[src/rtl/aer_pkg.sv]
// constants, types and register map for the extended read command block
//==============================================================================
// Overview of operation
// command code 24h reads 1 to 65,536 sectors from media to the host.
// extended read delivers sector data via the data register, one 16-bit word each.
// an uncorrectable error ends the extended read at the failing sector.
// sector count is previous byte 15:8 and current byte 7:0; zero means 65,536.
// starting LBA bytes come from sector number and cylinder low/high, current/previous.
// after a hard error the failing LBA is returned with the same byte mapping.
// extended read reports only uncorrectable, not found or aborted; CRC bit stays zero.
// command code 2Ah is the streaming read; count 0000h requests 65536 sectors.
// read-continuous clear gives the normal streaming read, stopping on errors.
// read-continuous delivers the full length without error summary, flags stream error.
// read-continuous errors do not halt; end with stream error and error type logged.
// read-continuous time limit expiry stops with stream error and expiry flag logged.
// the device always tries to deliver the whole amount within the time limit.
// streaming status: busy 7, ready 6, stream error 5, write error 4 zero, request 3, error 0.
// time limit is feature previous times the time unit; zero uses default; minimum enforced.
// feature current bit 6 enables read-continuous, bit 7 asks for urgent completion; bit 7 is latched in urg_q but nothing uses it.
// feature current bits 2:0 pick the stream whose stored settings apply.
// host sets high order byte select before re-reading the upper address bytes.
package aer_pkg;

  // register indices on the plain register port
  localparam logic [3:0] AER_A_DATA = 4'h0;
  localparam logic [3:0] AER_A_ERRFEAT = 4'h1;
  localparam logic [3:0] AER_A_SECCNT = 4'h2;
  localparam logic [3:0] AER_A_LBA0 = 4'h3;
  localparam logic [3:0] AER_A_STATCMD = 4'h7;
  localparam logic [3:0] AER_A_DEVCTL = 4'h8;
  localparam logic [3:0] AER_A_ERRLOG = 4'h9;
  localparam logic [3:0] AER_A_IRQ_STAT = 4'hA;
  localparam logic [3:0] AER_A_IRQ_MASK = 4'hB;
  localparam logic [3:0] AER_A_STREAM_CFG = 4'hC;

  // command codes
  localparam logic [7:0] AER_CMD_READ_EXT = 8'h24;
  localparam logic [7:0] AER_CMD_READ_STREAM = 8'h2A;

  // status bit positions
  localparam int AER_ST_BUSY = 7;
  localparam int AER_ST_READY = 6;
  localparam int AER_ST_SE = 5;
  localparam int AER_ST_DWE = 4;
  localparam int AER_ST_DRQ = 3;
  localparam int AER_ST_ERR = 0;

  // error / error log bit positions
  localparam int AER_ER_CRC = 7;
  localparam int AER_ER_UNC = 6;
  localparam int AER_ER_ID_NOT_FOUND = 4;
  localparam int AER_ER_COMMAND_ABORTED = 2;
  localparam int AER_ER_TIME_LIMIT_EXPIRED = 0;

  // feature current fields, device control field
  localparam int AER_F_URG = 7;
  localparam int AER_F_RC = 6;
  localparam int AER_SID_W = 3;
  localparam int AER_DC_HOB = 7;

  // interrupt status bits
  localparam int AER_IRQ_DONE = 0;
  localparam int AER_IRQ_ERR = 1;
  localparam int AER_IRQ_SE = 2;

  // reset values
  localparam logic [7:0] AER_BYTE_RST = 8'h00;
  localparam logic [2:0] AER_IRQ_RST = 3'h0;

  // timing: one microsecond in clock cycles
  localparam int AER_CLK_PERIOD_NS = 40;
  localparam int AER_US_NS = 1000;
  localparam int AER_CYC_PER_US = (AER_US_NS + AER_CLK_PERIOD_NS - 1) / AER_CLK_PERIOD_NS;

  typedef enum logic [1:0] {AER_IDLE, AER_RUN, AER_END} aer_state_t;

endpackage

[src/rtl/aer_read_cmds.sv]
// extended sector read and streaming read command handling
`timescale 1ns/1ps
module aer_read_cmds
  import aer_pkg::*;
#(
  parameter logic [15:0] TIME_UNIT_US = 16'h0001,
  parameter logic [23:0] MIN_COMPLETION_TIME_LIMIT_US = 24'h000010
)(
  input wire logic sys_clk,
  input wire logic reset,
  input wire logic [3:0] reg_addr,
  input wire logic [15:0] reg_wdata,
  input wire logic reg_wr,
  input wire logic reg_rd,
  output logic [15:0] reg_rdata,
  output logic [47:0] media_lba,
  output logic media_go,
  output logic media_ready,
  input wire logic media_valid,
  input wire logic [15:0] media_word,
  input wire logic media_sector_end,
  input wire logic media_unc,
  input wire logic media_id_not_found,
  input wire logic link_crc_error,
  output logic dma_valid,
  output logic [15:0] dma_data,
  input wire logic dma_ready,
  output logic irq
);

  aer_state_t state_q;
  logic [7:0] feat_cur_q, feat_prev_q, cnt_cur_q, cnt_prev_q, devctl_q;
  logic [2:0][7:0] lba_cur_q, lba_prev_q;
  logic [7:0] err_reg_q, err_log_q, status;
  logic err_q, se_q, rc_q, urg_q, stream_q, first_q;
  logic [AER_SID_W-1:0] sid_q;
  logic [15:0] word_q;
  logic word_full_q;
  logic [2:0] irq_stat_q, irq_mask_q, irq_ev;
  logic wr_ok, cmd_wr, go_ext, go_stream, go_bad, go_any;
  logic acc, sec_done, unc_ev, id_not_found_ev, crc_ev, any_err, tmo, hard_stop;
  logic finish_run, fin_pulse, pio_pop, pop, high_order_byte_select, final_sector, expired;
  logic [7:0] err_bits;
  logic [47:0] cur_lba;

  //==============================================================================
  // decode
  //==============================================================================
  // task file is locked while a command runs, as busy promises
  assign wr_ok = reg_wr && state_q == AER_IDLE;
  assign cmd_wr = wr_ok && reg_addr == AER_A_STATCMD;
  assign go_ext = cmd_wr && reg_wdata[7:0] == AER_CMD_READ_EXT;
  assign go_stream = cmd_wr && reg_wdata[7:0] == AER_CMD_READ_STREAM;
  assign go_bad = cmd_wr && !go_ext && !go_stream;
  assign go_any = go_ext || go_stream;
  assign high_order_byte_select = devctl_q[AER_DC_HOB];

  // media events count only when the word is actually accepted
  assign acc = media_valid && media_ready;
  assign sec_done = acc && media_sector_end;
  assign unc_ev = sec_done && media_unc;
  assign id_not_found_ev = sec_done && media_id_not_found;
  assign crc_ev = state_q == AER_RUN && stream_q && link_crc_error;
  assign any_err = unc_ev || id_not_found_ev || crc_ev;
  assign tmo = state_q == AER_RUN && stream_q && expired;
  assign hard_stop = any_err && !rc_q;
  assign err_bits = {crc_ev, unc_ev, 1'b0, id_not_found_ev, 3'b000, tmo};
  // continuous mode only ends on the last sector or the time limit
  assign finish_run = state_q == AER_RUN && (hard_stop || tmo || (sec_done && final_sector));
  assign fin_pulse = state_q == AER_END && !word_full_q;

  // media side: one word held at a time, so the host paces the media
  assign media_ready = state_q == AER_RUN && !word_full_q;
  assign media_go = state_q == AER_RUN;
  assign media_lba = cur_lba;

  //==============================================================================
  // sub-blocks
  //==============================================================================
  aer_lba_tracker u_track (
    .sys_clk(sys_clk),
    .reset(reset),
    .load(go_any),
    .start_lba({lba_prev_q, lba_cur_q}),
    .count({cnt_prev_q, cnt_cur_q}),
    .step(sec_done),
    .cur_lba(cur_lba),
    .final_sector(final_sector)
  );

  aer_completion_time_limit_timer #(
    .TIME_UNIT_US(TIME_UNIT_US),
    .MIN_COMPLETION_TIME_LIMIT_US(MIN_COMPLETION_TIME_LIMIT_US)
  ) u_timer (
    .sys_clk(sys_clk),
    .reset(reset),
    .cfg_we(wr_ok && reg_addr == AER_A_STREAM_CFG),
    .cfg_id(reg_wdata[AER_SID_W-1:0]),
    .cfg_val(reg_wdata[15:8]),
    .start(go_stream),
    .sel_id(go_stream ? feat_cur_q[AER_SID_W-1:0] : sid_q),
    .limit_byte(feat_prev_q),
    .run(state_q != AER_IDLE),
    .expired(expired)
  );

  //==============================================================================
  // command state machine
  //==============================================================================
  always_ff @(posedge sys_clk or posedge reset)
  begin
    if (reset)
      state_q <= AER_IDLE;
    else
    begin
      case (state_q)
        AER_IDLE:
          if (go_any)
            state_q <= AER_RUN;
        AER_RUN:
          if (finish_run)
            state_q <= AER_END;
        AER_END:
          if (!word_full_q)
            state_q <= AER_IDLE;
        default:
          state_q <= AER_IDLE;
      endcase
    end
  end

  // mode captured at command write
  always_ff @(posedge sys_clk or posedge reset)
  begin
    if (reset)
    begin
      stream_q <= 1'b0;
      rc_q <= 1'b0;
      urg_q <= 1'b0;
      sid_q <= '0;
    end
    else if (go_any)
    begin
      stream_q <= go_stream;
      rc_q <= go_stream && feat_cur_q[AER_F_RC];
      urg_q <= go_stream && feat_cur_q[AER_F_URG];
      sid_q <= feat_cur_q[AER_SID_W-1:0];
    end
  end

  //==============================================================================
  // word holder
  //==============================================================================
  // extended read drains via data register, streaming via dma
  assign pio_pop = reg_rd && reg_addr == AER_A_DATA && word_full_q && !stream_q;
  assign dma_valid = word_full_q && stream_q;
  assign dma_data = word_q;
  assign pop = pio_pop || (dma_valid && dma_ready);

  always_ff @(posedge sys_clk or posedge reset)
  begin
    if (reset)
    begin
      word_q <= 16'h0;
      word_full_q <= 1'b0;
    end
    else if (acc)
    begin
      word_q <= media_word;
      word_full_q <= 1'b1;
    end
    else if (pop)
      word_full_q <= 1'b0;
  end

  //==============================================================================
  // task file
  //==============================================================================
  // writes shift current into previous, giving the 16/48-bit values
  always_ff @(posedge sys_clk or posedge reset)
  begin
    if (reset)
    begin
      feat_cur_q <= AER_BYTE_RST;
      feat_prev_q <= AER_BYTE_RST;
      cnt_cur_q <= AER_BYTE_RST;
      cnt_prev_q <= AER_BYTE_RST;
      lba_cur_q <= '0;
      lba_prev_q <= '0;
    end
    else if (state_q == AER_RUN && any_err && !first_q)
    begin
      lba_cur_q <= cur_lba[23:0];
      lba_prev_q <= cur_lba[47:24];
    end
    else if (wr_ok)
    begin
      if (reg_addr == AER_A_ERRFEAT)
      begin
        feat_prev_q <= feat_cur_q;
        feat_cur_q <= reg_wdata[7:0];
      end
      if (reg_addr == AER_A_SECCNT)
      begin
        cnt_prev_q <= cnt_cur_q;
        cnt_cur_q <= reg_wdata[7:0];
      end
      for (int i = 0; i < 3; i++)
        if (reg_addr == AER_A_LBA0 + 4'(i))
        begin
          lba_prev_q[i] <= lba_cur_q[i];
          lba_cur_q[i] <= reg_wdata[7:0];
        end
    end
  end

  // device control may change at any time so the host can flip byte select
  always_ff @(posedge sys_clk or posedge reset)
  begin
    if (reset)
      devctl_q <= AER_BYTE_RST;
    else if (reg_wr && reg_addr == AER_A_DEVCTL)
      devctl_q <= reg_wdata[7:0];
  end

  //==============================================================================
  // error, log and stream error
  //==============================================================================
  // continuous mode sends errors to the log, never to the summary bit
  always_ff @(posedge sys_clk or posedge reset)
  begin
    if (reset)
    begin
      err_reg_q <= AER_BYTE_RST;
      err_log_q <= AER_BYTE_RST;
      err_q <= 1'b0;
      se_q <= 1'b0;
      first_q <= 1'b0;
    end
    else if (go_any || go_bad)
    begin
      err_reg_q <= go_bad ? (8'h01 << AER_ER_COMMAND_ABORTED) : 8'h00;
      err_q <= go_bad;
      err_log_q <= 8'h00;
      se_q <= 1'b0;
      first_q <= 1'b0;
    end
    else if (state_q == AER_RUN && (any_err || tmo))
    begin
      first_q <= first_q || any_err;
      if (rc_q)
      begin
        err_log_q <= err_log_q | err_bits;
        se_q <= 1'b1;
      end
      else
      begin
        err_reg_q <= err_reg_q | err_bits;
        err_q <= 1'b1;
      end
    end
  end

  // ready is constant: this block never reports a not-ready drive
  assign status = {state_q != AER_IDLE, 1'b1, se_q, 1'b0, word_full_q && !stream_q, 2'b00, err_q};

  //==============================================================================
  // interrupts
  //==============================================================================
  assign irq_ev[AER_IRQ_DONE] = fin_pulse || go_bad;
  assign irq_ev[AER_IRQ_ERR] = (fin_pulse && err_q) || go_bad;
  assign irq_ev[AER_IRQ_SE] = fin_pulse && se_q;

  // a new event wins over a write-one-to-clear in the same cycle
  always_ff @(posedge sys_clk or posedge reset)
  begin
    if (reset)
    begin
      irq_stat_q <= AER_IRQ_RST;
      irq_mask_q <= AER_IRQ_RST;
    end
    else
    begin
      if (reg_wr && reg_addr == AER_A_IRQ_STAT)
        irq_stat_q <= (irq_stat_q & ~reg_wdata[2:0]) | irq_ev;
      else
        irq_stat_q <= irq_stat_q | irq_ev;
      if (reg_wr && reg_addr == AER_A_IRQ_MASK)
        irq_mask_q <= reg_wdata[2:0];
    end
  end

  assign irq = |(irq_stat_q & irq_mask_q);

  //==============================================================================
  // read port
  //==============================================================================
  // data stands only in the cycle after the strobe, zero otherwise
  always_ff @(posedge sys_clk or posedge reset)
  begin
    if (reset)
      reg_rdata <= 16'h0;
    else if (!reg_rd)
      reg_rdata <= 16'h0;
    else
    begin
      case (reg_addr)
        AER_A_DATA: reg_rdata <= stream_q ? 16'h0 : word_q;
        AER_A_ERRFEAT: reg_rdata <= {8'h00, err_reg_q};
        AER_A_SECCNT: reg_rdata <= {8'h00, high_order_byte_select ? cnt_prev_q : cnt_cur_q};
        4'h3, 4'h4, 4'h5: reg_rdata <= {8'h00, high_order_byte_select ? lba_prev_q[reg_addr - AER_A_LBA0] :
                                        lba_cur_q[reg_addr - AER_A_LBA0]};
        AER_A_STATCMD: reg_rdata <= {8'h00, status};
        AER_A_DEVCTL: reg_rdata <= {8'h00, devctl_q};
        AER_A_ERRLOG: reg_rdata <= {8'h00, err_log_q};
        AER_A_IRQ_STAT: reg_rdata <= {13'h0, irq_stat_q};
        AER_A_IRQ_MASK: reg_rdata <= {13'h0, irq_mask_q};
        default: reg_rdata <= 16'h0;
      endcase
    end
  end

  //==============================================================================
  // checks
  //==============================================================================
  AST_CMD_START: assert property (@(posedge sys_clk) disable iff (reset)
    go_ext |=> state_q == AER_RUN && !stream_q) else $error("extended read did not start");
  AST_PIO_DATA: assert property (@(posedge sys_clk) disable iff (reset)
    pio_pop |=> reg_rdata == $past(word_q) && !word_full_q) else $error("data word not delivered");
  AST_UNC_STOP: assert property (@(posedge sys_clk) disable iff (reset)
    (unc_ev && !rc_q) |=> !media_ready && state_q == AER_END) else $error("read went past failing sector");
  AST_ERR_LBA: assert property (@(posedge sys_clk) disable iff (reset)
    (state_q == AER_RUN && any_err && !first_q) |=> {lba_prev_q, lba_cur_q} == $past(cur_lba))
    else $error("failing address not captured");
  AST_EXT_NO_CRC: assert property (@(posedge sys_clk) disable iff (reset)
    !stream_q |-> !err_reg_q[AER_ER_CRC] && !err_reg_q[AER_ER_TIME_LIMIT_EXPIRED]) else $error("bad error bit on extended read");
  AST_RC_NO_ERR: assert property (@(posedge sys_clk) disable iff (reset)
    (state_q != AER_IDLE && rc_q) |-> !err_q) else $error("error summary set in continuous mode");
  AST_RC_GOES_ON: assert property (@(posedge sys_clk) disable iff (reset)
    (rc_q && any_err && !tmo && !(sec_done && final_sector)) |=> state_q == AER_RUN && se_q)
    else $error("continuous read halted on error");
  AST_RC_TMO: assert property (@(posedge sys_clk) disable iff (reset)
    (tmo && rc_q) |=> state_q == AER_END && se_q && err_log_q[AER_ER_TIME_LIMIT_EXPIRED] && !err_q)
    else $error("time limit expiry not handled");
  AST_STATUS: assert property (@(posedge sys_clk) disable iff (reset)
    (reg_rd && reg_addr == AER_A_STATCMD) |=> !reg_rdata[AER_ST_DWE] &&
    reg_rdata[AER_ST_BUSY] == ($past(state_q) != AER_IDLE) && reg_rdata[AER_ST_SE] == $past(se_q))
    else $error("status byte wrong");

  COV_EXT_DONE: cover property (@(posedge sys_clk) disable iff (reset) fin_pulse && !stream_q);
  COV_RC_ERR: cover property (@(posedge sys_clk) disable iff (reset) fin_pulse && se_q);
  COV_TMO: cover property (@(posedge sys_clk) disable iff (reset) tmo);

endmodule

[src/rtl/aer_lba_tracker.sv]
// sector address and remaining count tracker
`timescale 1ns/1ps
module aer_lba_tracker
  import aer_pkg::*;
(
  input wire logic sys_clk,
  input wire logic reset,
  input wire logic load,
  input wire logic [47:0] start_lba,
  input wire logic [15:0] count,
  input wire logic step,
  output logic [47:0] cur_lba,
  output logic final_sector
);

  logic [16:0] remain_q;

  //==============================================================================
  // address and count
  //==============================================================================
  // a zero count loads the full 65,536 sectors
  always_ff @(posedge sys_clk or posedge reset)
  begin
    if (reset)
    begin
      cur_lba <= 48'h0;
      remain_q <= 17'h0;
    end
    else if (load)
    begin
      cur_lba <= start_lba;
      remain_q <= (count == 16'h0) ? 17'h10000 : {1'b0, count};
    end
    else if (step && remain_q != 17'h0)
    begin
      cur_lba <= cur_lba + 48'h1;
      remain_q <= remain_q - 17'h1;
    end
  end

  // last sector of the request is in flight
  assign final_sector = (remain_q == 17'h1);

endmodule

[src/rtl/aer_completion_time_limit_timer.sv]
// completion time limit timer with per-stream default limits
`timescale 1ns/1ps
module aer_completion_time_limit_timer
  import aer_pkg::*;
#(
  parameter logic [15:0] TIME_UNIT_US = 16'h0001,
  parameter logic [23:0] MIN_COMPLETION_TIME_LIMIT_US = 24'h000010
)(
  input wire logic sys_clk,
  input wire logic reset,
  input wire logic cfg_we,
  input wire logic [AER_SID_W-1:0] cfg_id,
  input wire logic [7:0] cfg_val,
  input wire logic start,
  input wire logic [AER_SID_W-1:0] sel_id,
  input wire logic [7:0] limit_byte,
  input wire logic run,
  output logic expired
);

  logic [7:0] dflt_q [2**AER_SID_W];
  logic [7:0] sel_byte;
  logic [23:0] raw_us;
  logic [23:0] limit_q;
  logic [23:0] us_q;
  logic [4:0] pre_q;
  logic armed_q;

  // explicit limit wins, otherwise the stream's stored default
  assign sel_byte = (limit_byte != 8'h0) ? limit_byte : dflt_q[sel_id];
  assign raw_us = 24'(sel_byte * TIME_UNIT_US);

  //==============================================================================
  // per-stream default limits
  //==============================================================================
  always_ff @(posedge sys_clk or posedge reset)
  begin
    if (reset)
    begin
      for (int i = 0; i < 2**AER_SID_W; i++)
        dflt_q[i] <= AER_BYTE_RST;
    end
    else if (cfg_we)
      dflt_q[cfg_id] <= cfg_val;
  end

  //==============================================================================
  // microsecond counter
  //==============================================================================
  // zero limit and zero default leave the timer disarmed
  always_ff @(posedge sys_clk or posedge reset)
  begin
    if (reset)
    begin
      armed_q <= 1'b0;
      limit_q <= 24'h0;
      us_q <= 24'h0;
      pre_q <= 5'h0;
    end
    else if (start)
    begin
      armed_q <= (sel_byte != 8'h0);
      limit_q <= (raw_us < MIN_COMPLETION_TIME_LIMIT_US) ? MIN_COMPLETION_TIME_LIMIT_US : raw_us;
      us_q <= 24'h0;
      pre_q <= 5'h0;
    end
    else if (run && armed_q && us_q < limit_q)
    begin
      if (pre_q == 5'(AER_CYC_PER_US - 1))
      begin
        pre_q <= 5'h0;
        us_q <= us_q + 24'h1;
      end
      else
        pre_q <= pre_q + 5'h1;
    end
  end

  assign expired = armed_q && (us_q >= limit_q);

endmodule

[config.mk]
export PLATFORM = sky130hd
export DESIGN_NAME = aer_read_cmds
export DESIGN_NICKNAME = d
export VERILOG_FILES = /design/src/rtl/aer_pkg.sv /design/src/rtl/aer_read_cmds.sv /design/src/rtl/aer_lba_tracker.sv /design/src/rtl/aer_completion_time_limit_timer.sv
export SDC_FILE = /design/constraint.sdc
export NUM_CORES = 1
export LEC_CHECK = 0
export BUFFER_PORTS_ARGS = -buffer_cell sky130_fd_sc_hd__buf_4
export CAP_MARGIN = 15
export CORE_UTILIZATION = 40
export DETAILED_ROUTE_END_ITERATION = 8
export PLACE_DENSITY = 0.55
export RECOVER_POWER = 25
export SETUP_SLACK_MARGIN = 0.5
export SYNTH_ARGS = -nofsm -noshare
export SYNTH_HDL_FRONTEND = slang
export SYNTH_SLANG_ARGS = --single-unit
[constraint.sdc]
create_clock -name sys_clk -period 30.6 [get_ports sys_clk]
set_input_delay 9.18 -clock sys_clk [delete_from_list [all_inputs] [get_ports sys_clk]]
set_output_delay 9.18 -clock sys_clk [all_outputs]
set_load 0.01 [all_outputs]
== Word-level counts from Yosys, hierarchy flattened ==
Index checks and enable logic that the tools add are counted.

* Flip-flop bits (word level): 336
* Logic and storage cells: 227
* Output and inout port bits: 84
* Bits of input ports: 46

* Bitwise logic cells: 10
* Reduce and logical (&&, ||, !) cells: 84
* Add/subtract/negate cells: 5
* Order comparisons: 7
* Multiplexer cells: 61
* Equality and inequality tests: 21

{| class="wikitable"
|+ Operators by type and width
! kind !! count
|-
| 2-to-1 mux 24 bit || 7
|-
| 2-to-1 mux 8 bit || 21
|-
| case mux 16 bit (9 select lines) || 1
|-
| 2-to-1 mux 48 bit || 2
|-
| bitwise mux 64 bit || 1
|-
| 2-to-1 mux 17 bit || 3
|-
| adder 48 x 1 -> 48 bit (second input constant) || 1
|-
| logical AND 1 bit || 39
|-
| binary-select mux 8 bit (select 2 bit) || 2
|-
| 2-to-1 mux 16 bit || 2
|-
| adder 24 x 1 -> 24 bit (second input constant) || 1
|-
| binary-select mux 8 bit (select 3 bit) || 1
|-
| demux 8 bit (select 3 bit) || 1
|-
| >= comparator 24 bit || 1
|-
| < comparator 24 bit || 1
|-
| nonzero test 2 bit || 11
|-
| equality test 4 bit (second input constant) || 5
|-
| equality test 17 x 1 -> 1 bit (second input constant) || 1
|-
| nonzero test 17 bit || 1
|-
| subtractor 17 x 1 -> 17 bit (second input constant) || 1
|-
| equality test 8 x 6 -> 1 bit (second input constant) || 2
|-
| logical NOT 16 bit || 1
|-
| bitwise OR 8 bit || 2
|-
| nonzero test 8 bit || 2
|-
| other kinds (31) || 78
|}

== Depth between registers and ports, before layout ==
* Word-level depth: 13
* Depth in mapped cells: 12
* Gate-level depth less buffers: 11

== Hierarchy ==
From an unflattened synthesis, not the netlist that was laid out.

* Cell total of the unflattened synthesis: 1,501
* Area total of the unflattened synthesis: 16,064.2 sq um

{| class="wikitable"
|+ Modules (own cells, without submodules)
! module !! seq. area each (sq um) !! cells each !! times used !! area an instance (sq um)
|-
| aer_read_cmds || 3,653.5 || 612 || 1 || 7,078.0
|-
| aer_completion_time_limit_timer || 2,552.4 || 402 || 1 || 4,936.0
|-
| aer_lba_tracker || 1,626.6 || 487 || 1 || 4,050.1
|}

== Worst setup path before layout ==
OpenSTA, ideal clock, no wires.

* Path type: in2reg
* Start point: in reg_addr[0]
* End point: reg u_timer.armed_q
* Path buffers: 1
* Path slack: 19.135 ns
* Data arrival time: 11.320 ns
* Data required time: 30.455 ns
* Cell stages on the path: 11
* Path through: ha_1 and3b_1 and2_0 clkbuf_1 nand2_1 or3_1 o31ai_1 nand3_1 o2111a_1 nor4_4 a31oi_1

* Cells in the longest elaborated chain, start to end: 10

{| class="wikitable"
|+ Ends and longest elaborated chain
! item !! RTL line !! RTL
|-
| start, declared || aer_read_cmds.sv:11 || <nowiki>input wire logic [3:0] reg_addr,</nowiki>
|-
| equality test 4 x 3 -> 1 bit * || aer_read_cmds.sv:51 || <nowiki>assign cmd_wr = wr_ok && reg_addr == AER_A_STATCMD;</nowiki>
|-
| logical AND 1 bit * || aer_read_cmds.sv:51 ||
|-
| logical AND 1 bit * || aer_read_cmds.sv:53 || <nowiki>assign go_stream = cmd_wr && reg_wdata[7:0] == AER_CMD_READ_STREAM;</nowiki>
|-
| 2-to-1 mux 3 bit || aer_read_cmds.sv:101 || <nowiki>.sel_id(go_stream ? feat_cur_q[AER_SID_W-1:0] : sid_q),</nowiki>
|-
| NOT 3 -> 4 bit (implied by the code) || aer_completion_time_limit_timer.sv:30 || <nowiki>assign sel_byte = (limit_byte != 8'h0) ? limit_byte : dflt_q[sel_id];</nowiki>
|-
| binary-select mux 8 bit (select 3 bit) || aer_completion_time_limit_timer.sv:30 ||
|-
| 2-to-1 mux 8 bit (implied by the code) (2 in series) || aer_completion_time_limit_timer.sv:30 ||
|-
| 2-to-1 mux 8 bit || aer_completion_time_limit_timer.sv:30 ||
|-
| nonzero test 8 bit || aer_completion_time_limit_timer.sv:62 || <nowiki>armed_q <= (sel_byte != 8'h0);</nowiki>
|-
| end signal, assigned || aer_completion_time_limit_timer.sv:62 ||
|-
| end, declared || aer_completion_time_limit_timer.sv:27 || <nowiki>logic armed_q;</nowiki>
|}

Every way passes the cells marked *; elsewhere a longest branch is shown, timed or not. The select of a mux whose other input is x is not followed.
A chain may end at the register's enable or synchronous reset.

== Final worst setup path ==
Same ends and word-level chain as after synthesis.

==> metrics.md <==
| Metric | Value |
|---|---|
| Result of the run | finished, violations left |
| Failing checks | max-capacitance violations, max-slew violations |
| Cts-stage hold buffer count | 0 |
| Placement Setup Slack | 17710 ps |
| Average cell area after synthesis | 10.3 µm² |
| Diode count | 0 |
| Final instance area | 18200 µm² |
| Synthesized netlist cell count | 1516 |
| Number of enable-type register cells in the synthesized netlist | 0 |
| Flop2flop setup slack | 26120 ps |
| Wire length of the first global-routing pass | 71.5 mm |
| Die Span X | 200 µm |
| Cell type with the largest total area after synthesis | sky130_fd_sc_hd__dfrtp_1 |
| All-layer global routing usage | 23.2% |
| Final core occ | 47.1% |
| Tcrit/Tclk final | 41.6% |
| CTS tree | yes |
| Worst r2r path cells | 9 |
| Largest buffer count on any clock path | 3 |
| Largest incremental delay on the critical path | 820 ps |
| Total via count in the routed design | 12342 |
| Post-synth top area share | 50.0% |
| Crit Reg-Reg Startpoint | state_q[1]$_DFFE_PP0P_ |
| Critical R2R Capture | lba_prev_q[11]$_DFFE_PP0P_ |
| Hold Crit Depth | 1 |
| Largest net degree at the start of global routing | 105 |
| Power per Cell Area | 60.6 nW/µm² |
| Residual DRC | 0 |
| Number of slew-limit violations in the final report | 105 |
| Total die area | 40000 µm² |
| Number of buffers added by the clock tree synthesis step | 37 |
| Nature of the critical path startpoint | primary input |
| CP Capture Point | u_timer.armed_q$_DFFE_PP0N_ |
| Biggest area contributors in the synthesized netlist | sky130_fd_sc_hd__dfrtp_1, sky130_fd_sc_hd__mux2_2, sky130_fd_sc_hd__nand2_1 |
| Time the worst path needs with I/O delays and setup | 12740 ps |
| Cell area after technology mapping | 15700 µm² |
| Clock Power Share | 43.0% |
| H-tree depth | 2 |
| Comb power frac | 11.0% |
| Final setup viols | 0 |
| Antenna violations before repair | 0 |
| Internal cell power | 0.813 mW |
| Standard-cell rows | 72 |
| Required time of the worst setup path | 30980 ps |
| Placer Congestion | 0.842 |
| Hold slack final | 484 ps |
| Worst IR Drop VDD | 0.0319 mV |
| Synth Net Count | 1580 |
| Number of global-route vias before repair | 12042 |
| Count of boundary I/O pins | 130 |
| Worst-skew pair later-pin latency | 520 ps |
| Number of buffers inserted by port buffering | 129 |
| Proportion of synthesized flip-flops having asynchronous set or reset | 100% |
| Post-synthesis sequential element count | 313 |
| Hold/Removal Path Class | reg2reg |
| Chain of cells forming the critical path | clkbuf_1, ha_1, and3b_1, nand2_1, nor2_4, o22ai_4, mux2i_1, mux2i_1, o2111a_1, nor4_4, a31oi_1 |
| Number of library cell types mapped by synthesis | 73 |
| Total Nets Final | 1676 |
| Proportion of total power due to net switching | 26.2% |
| Max-capacitance violation count | 1 |
| Layout cells sized above 1 | 19.2% |
| Average wire per cell in the routed design | 21.2 µm |
| Buffer type at the clock tree root | sky130_fd_sc_hd__clkbuf_16 |
| Number of warnings reported in the yosys synthesis log | 0 |
| Post-route antenna net violation count | 0 |
| Vias per std cell | 5.72 |
| Data arrival time of the worst path | 13120 ps |
| Register area share after synthesis | 50.0% |
| Post-Place Cell Area | 17100 µm² |
| Total wirelength of the detailed-routed design | 45.7 mm |
| Reg clk slew, reported paths | 60 ps |
| Worst Tran Pin Value | 4720 ps |
| Worst relative slew slack | -216% |
| Starting density of the core | 40.6% |
| Sequential Power Share | 46.0% |
| Post-route setup slack | 17860 ps |
| # clock sinks | 313 |
| HPWL after DPL | 31.1 mm |
| Post-route setup TNS | 0 ps |
| Number of search-and-repair iterations in the first detailed-routing pass | 6 |
| Starting DRC count in detailed routing | 803 |
| Start point of the critical path | reg_addr[0] |
| Leakage power summed over all cells | 8.28 nW |
| Core area | 38600 µm² |
| Capturing element type of the critical path | register |
| Slowest stage cell, crit path | sky130_fd_sc_hd__nor2_4 |
| Crit Path Max Fanout | 39 |
| Gates resized, CTS repair | 0 |
| Net switching component of the power | 0.289 mW |
| Height of the chip | 200 µm |
| Flip-flop cell with the highest count after synthesis | sky130_fd_sc_hd__dfrtp_1 |
| Hold Violations, Final | 0 |
| Post-CTS Setup Inserts | 0 |
| Achievable clock frequency | 78.5 MHz |
| Most frequent CP cell | sky130_fd_sc_hd__mux2i_1 |
| Type of the worst setup path | in2reg |
| Setup repair after global routing missed its margin | false |
| Worst clock skew on the final layout | 8.44 ps |
| GRT overflow | 0 |
| Signed area change from the synthesized netlist to the final layout | 16.1% |
flip-flops by register name, indices dropped and copies added (netlist names), 16 cells and up:
signal	count
u_track.remain_q	17
dma_data	16
reg_rdata	16
u_timer.us_q	24
u_timer.dflt_q	64
lba_prev_q	24
u_track.cur_lba	48
lba_cur_q	24
metrics by stage:
| stage | instances | total power [mW] |
|---|---|---|
| 2_1_floorplan | 1516 | 0.578 |
| 4_1_cts | 2156 | 1.12 |
| 6_report | 2156 | 1.10 |
| 5_1_grt | 2156 | 1.15 |
| 3_5_place_dp | 2091 | 0.638 |
| 3_3_place_gp | 2091 | 0.636 |
how the worst min path moves through the flow:
stage                                 startpoint                            to
global route        u_timer.us_q[22]$_DFFE_PP0P_  u_timer.us_q[22]$_DFFE_PP0P_
CTS                 u_timer.us_q[22]$_DFFE_PP0P_  u_timer.us_q[22]$_DFFE_PP0P_
global placement    u_timer.us_q[22]$_DFFE_PP0P_  u_timer.us_q[22]$_DFFE_PP0P_
finish              u_timer.us_q[23]$_DFFE_PP0P_  u_timer.us_q[23]$_DFFE_PP0P_
floorplan           u_timer.us_q[22]$_DFFE_PP0P_  u_timer.us_q[22]$_DFFE_PP0P_
detailed placement  u_timer.us_q[22]$_DFFE_PP0P_  u_timer.us_q[22]$_DFFE_PP0P_
logic make-up (layout without fill, tap and decap cells):
group / Yosys count / in the layout / synth area share, %
compound gates: 310 / 310 / 12.8
xor+xnor: 22 / 22 / 1.23
fa+ha+maj: 18 / 18 / 1.44
buf+inv: 119 / 241 / 3.06
flops: 313 / 313 / 50.0
mux: 206 / 206 / 15.0
simple gates: 528 / 528 / 16.5
per-layer routing:
| metal | wire [µm] | track usage [%] | vias up |
|---|---|---|---|
| met2 | 20300 | 35.5 | 363 |
| met3 | 2520 | 3.44 | 70 |
| met1 | 21900 | 34.3 | 6198 |
| met5 | 0 | 0 | - |
| met4 | 969 | 5.97 | 0 |
| li1 | - | - | 5711 |
synthesized netlist by cell type (all sizes together), types with 15 or more instances:
| cell type | n |
|---|---|
| mux2 | 124 |
| a21oi | 49 |
| nor3b | 15 |
| nor2 | 91 |
| a22oi | 18 |
| and3 | 28 |
| clkbuf | 71 |
| a221o | 20 |
| nand3 | 45 |
| o21ai | 127 |
| ha | 18 |
| and2 | 21 |
| inv | 33 |
| buf | 15 |
| dfrtp | 313 |
| mux2i | 71 |
| a31oi | 18 |
| nor3 | 19 |
| nand2 | 211 |
| nor4 | 22 |
| nand4 | 16 |
power groups by stage:
stage	Clock, mW	Combinational, mW	Sequential, mW
finish	0.474	0.121	0.508
detailed placement	0	0.123	0.515
global placement	0	0.122	0.514
global route	0.499	0.134	0.513
CTS	0.485	0.124	0.507
floorplan	0	0.0864	0.492
cell usage in the layout (no fill, tap or decap), drive strengths merged, types with 11 or more instances in the layout:
cell	n
dfrtp	313
nand2	211
o21ai	127
mux2	124
clkbuf	100
buf	92
nor2	91
mux2i	71
a21oi	49
nand3	45
inv	32
and3	28
nor4	22
and2	21
a221o	20
nor3	19
a31oi	18
a22oi	18
ha	18
nand4	16
nor3b	15
o311ai	14
xnor2	14
nor2b	12
mux4	11
final cells by class:
cell class                      instances  area, µm²
Clock buffer                           49       1080
Clock inverter                         16        233
Fill cell                            3644      20400
Inverter                               33        125
Multi-Input combinational cell       1084       7390
Sequential cell                       313       7830
Tap cell                              518        648
Timing Repair Buffer                  143        890
worst max-delay path: cells and delay by family:
kind	cells	cell delay, ps
buffers and inverters	1	430
adders and majority gates	1	530
muxes	2	340
and+or+nand+nor	4	1820
AOI/OAI and AO/OA	3	800
Power figures use the tool's default switching activity.
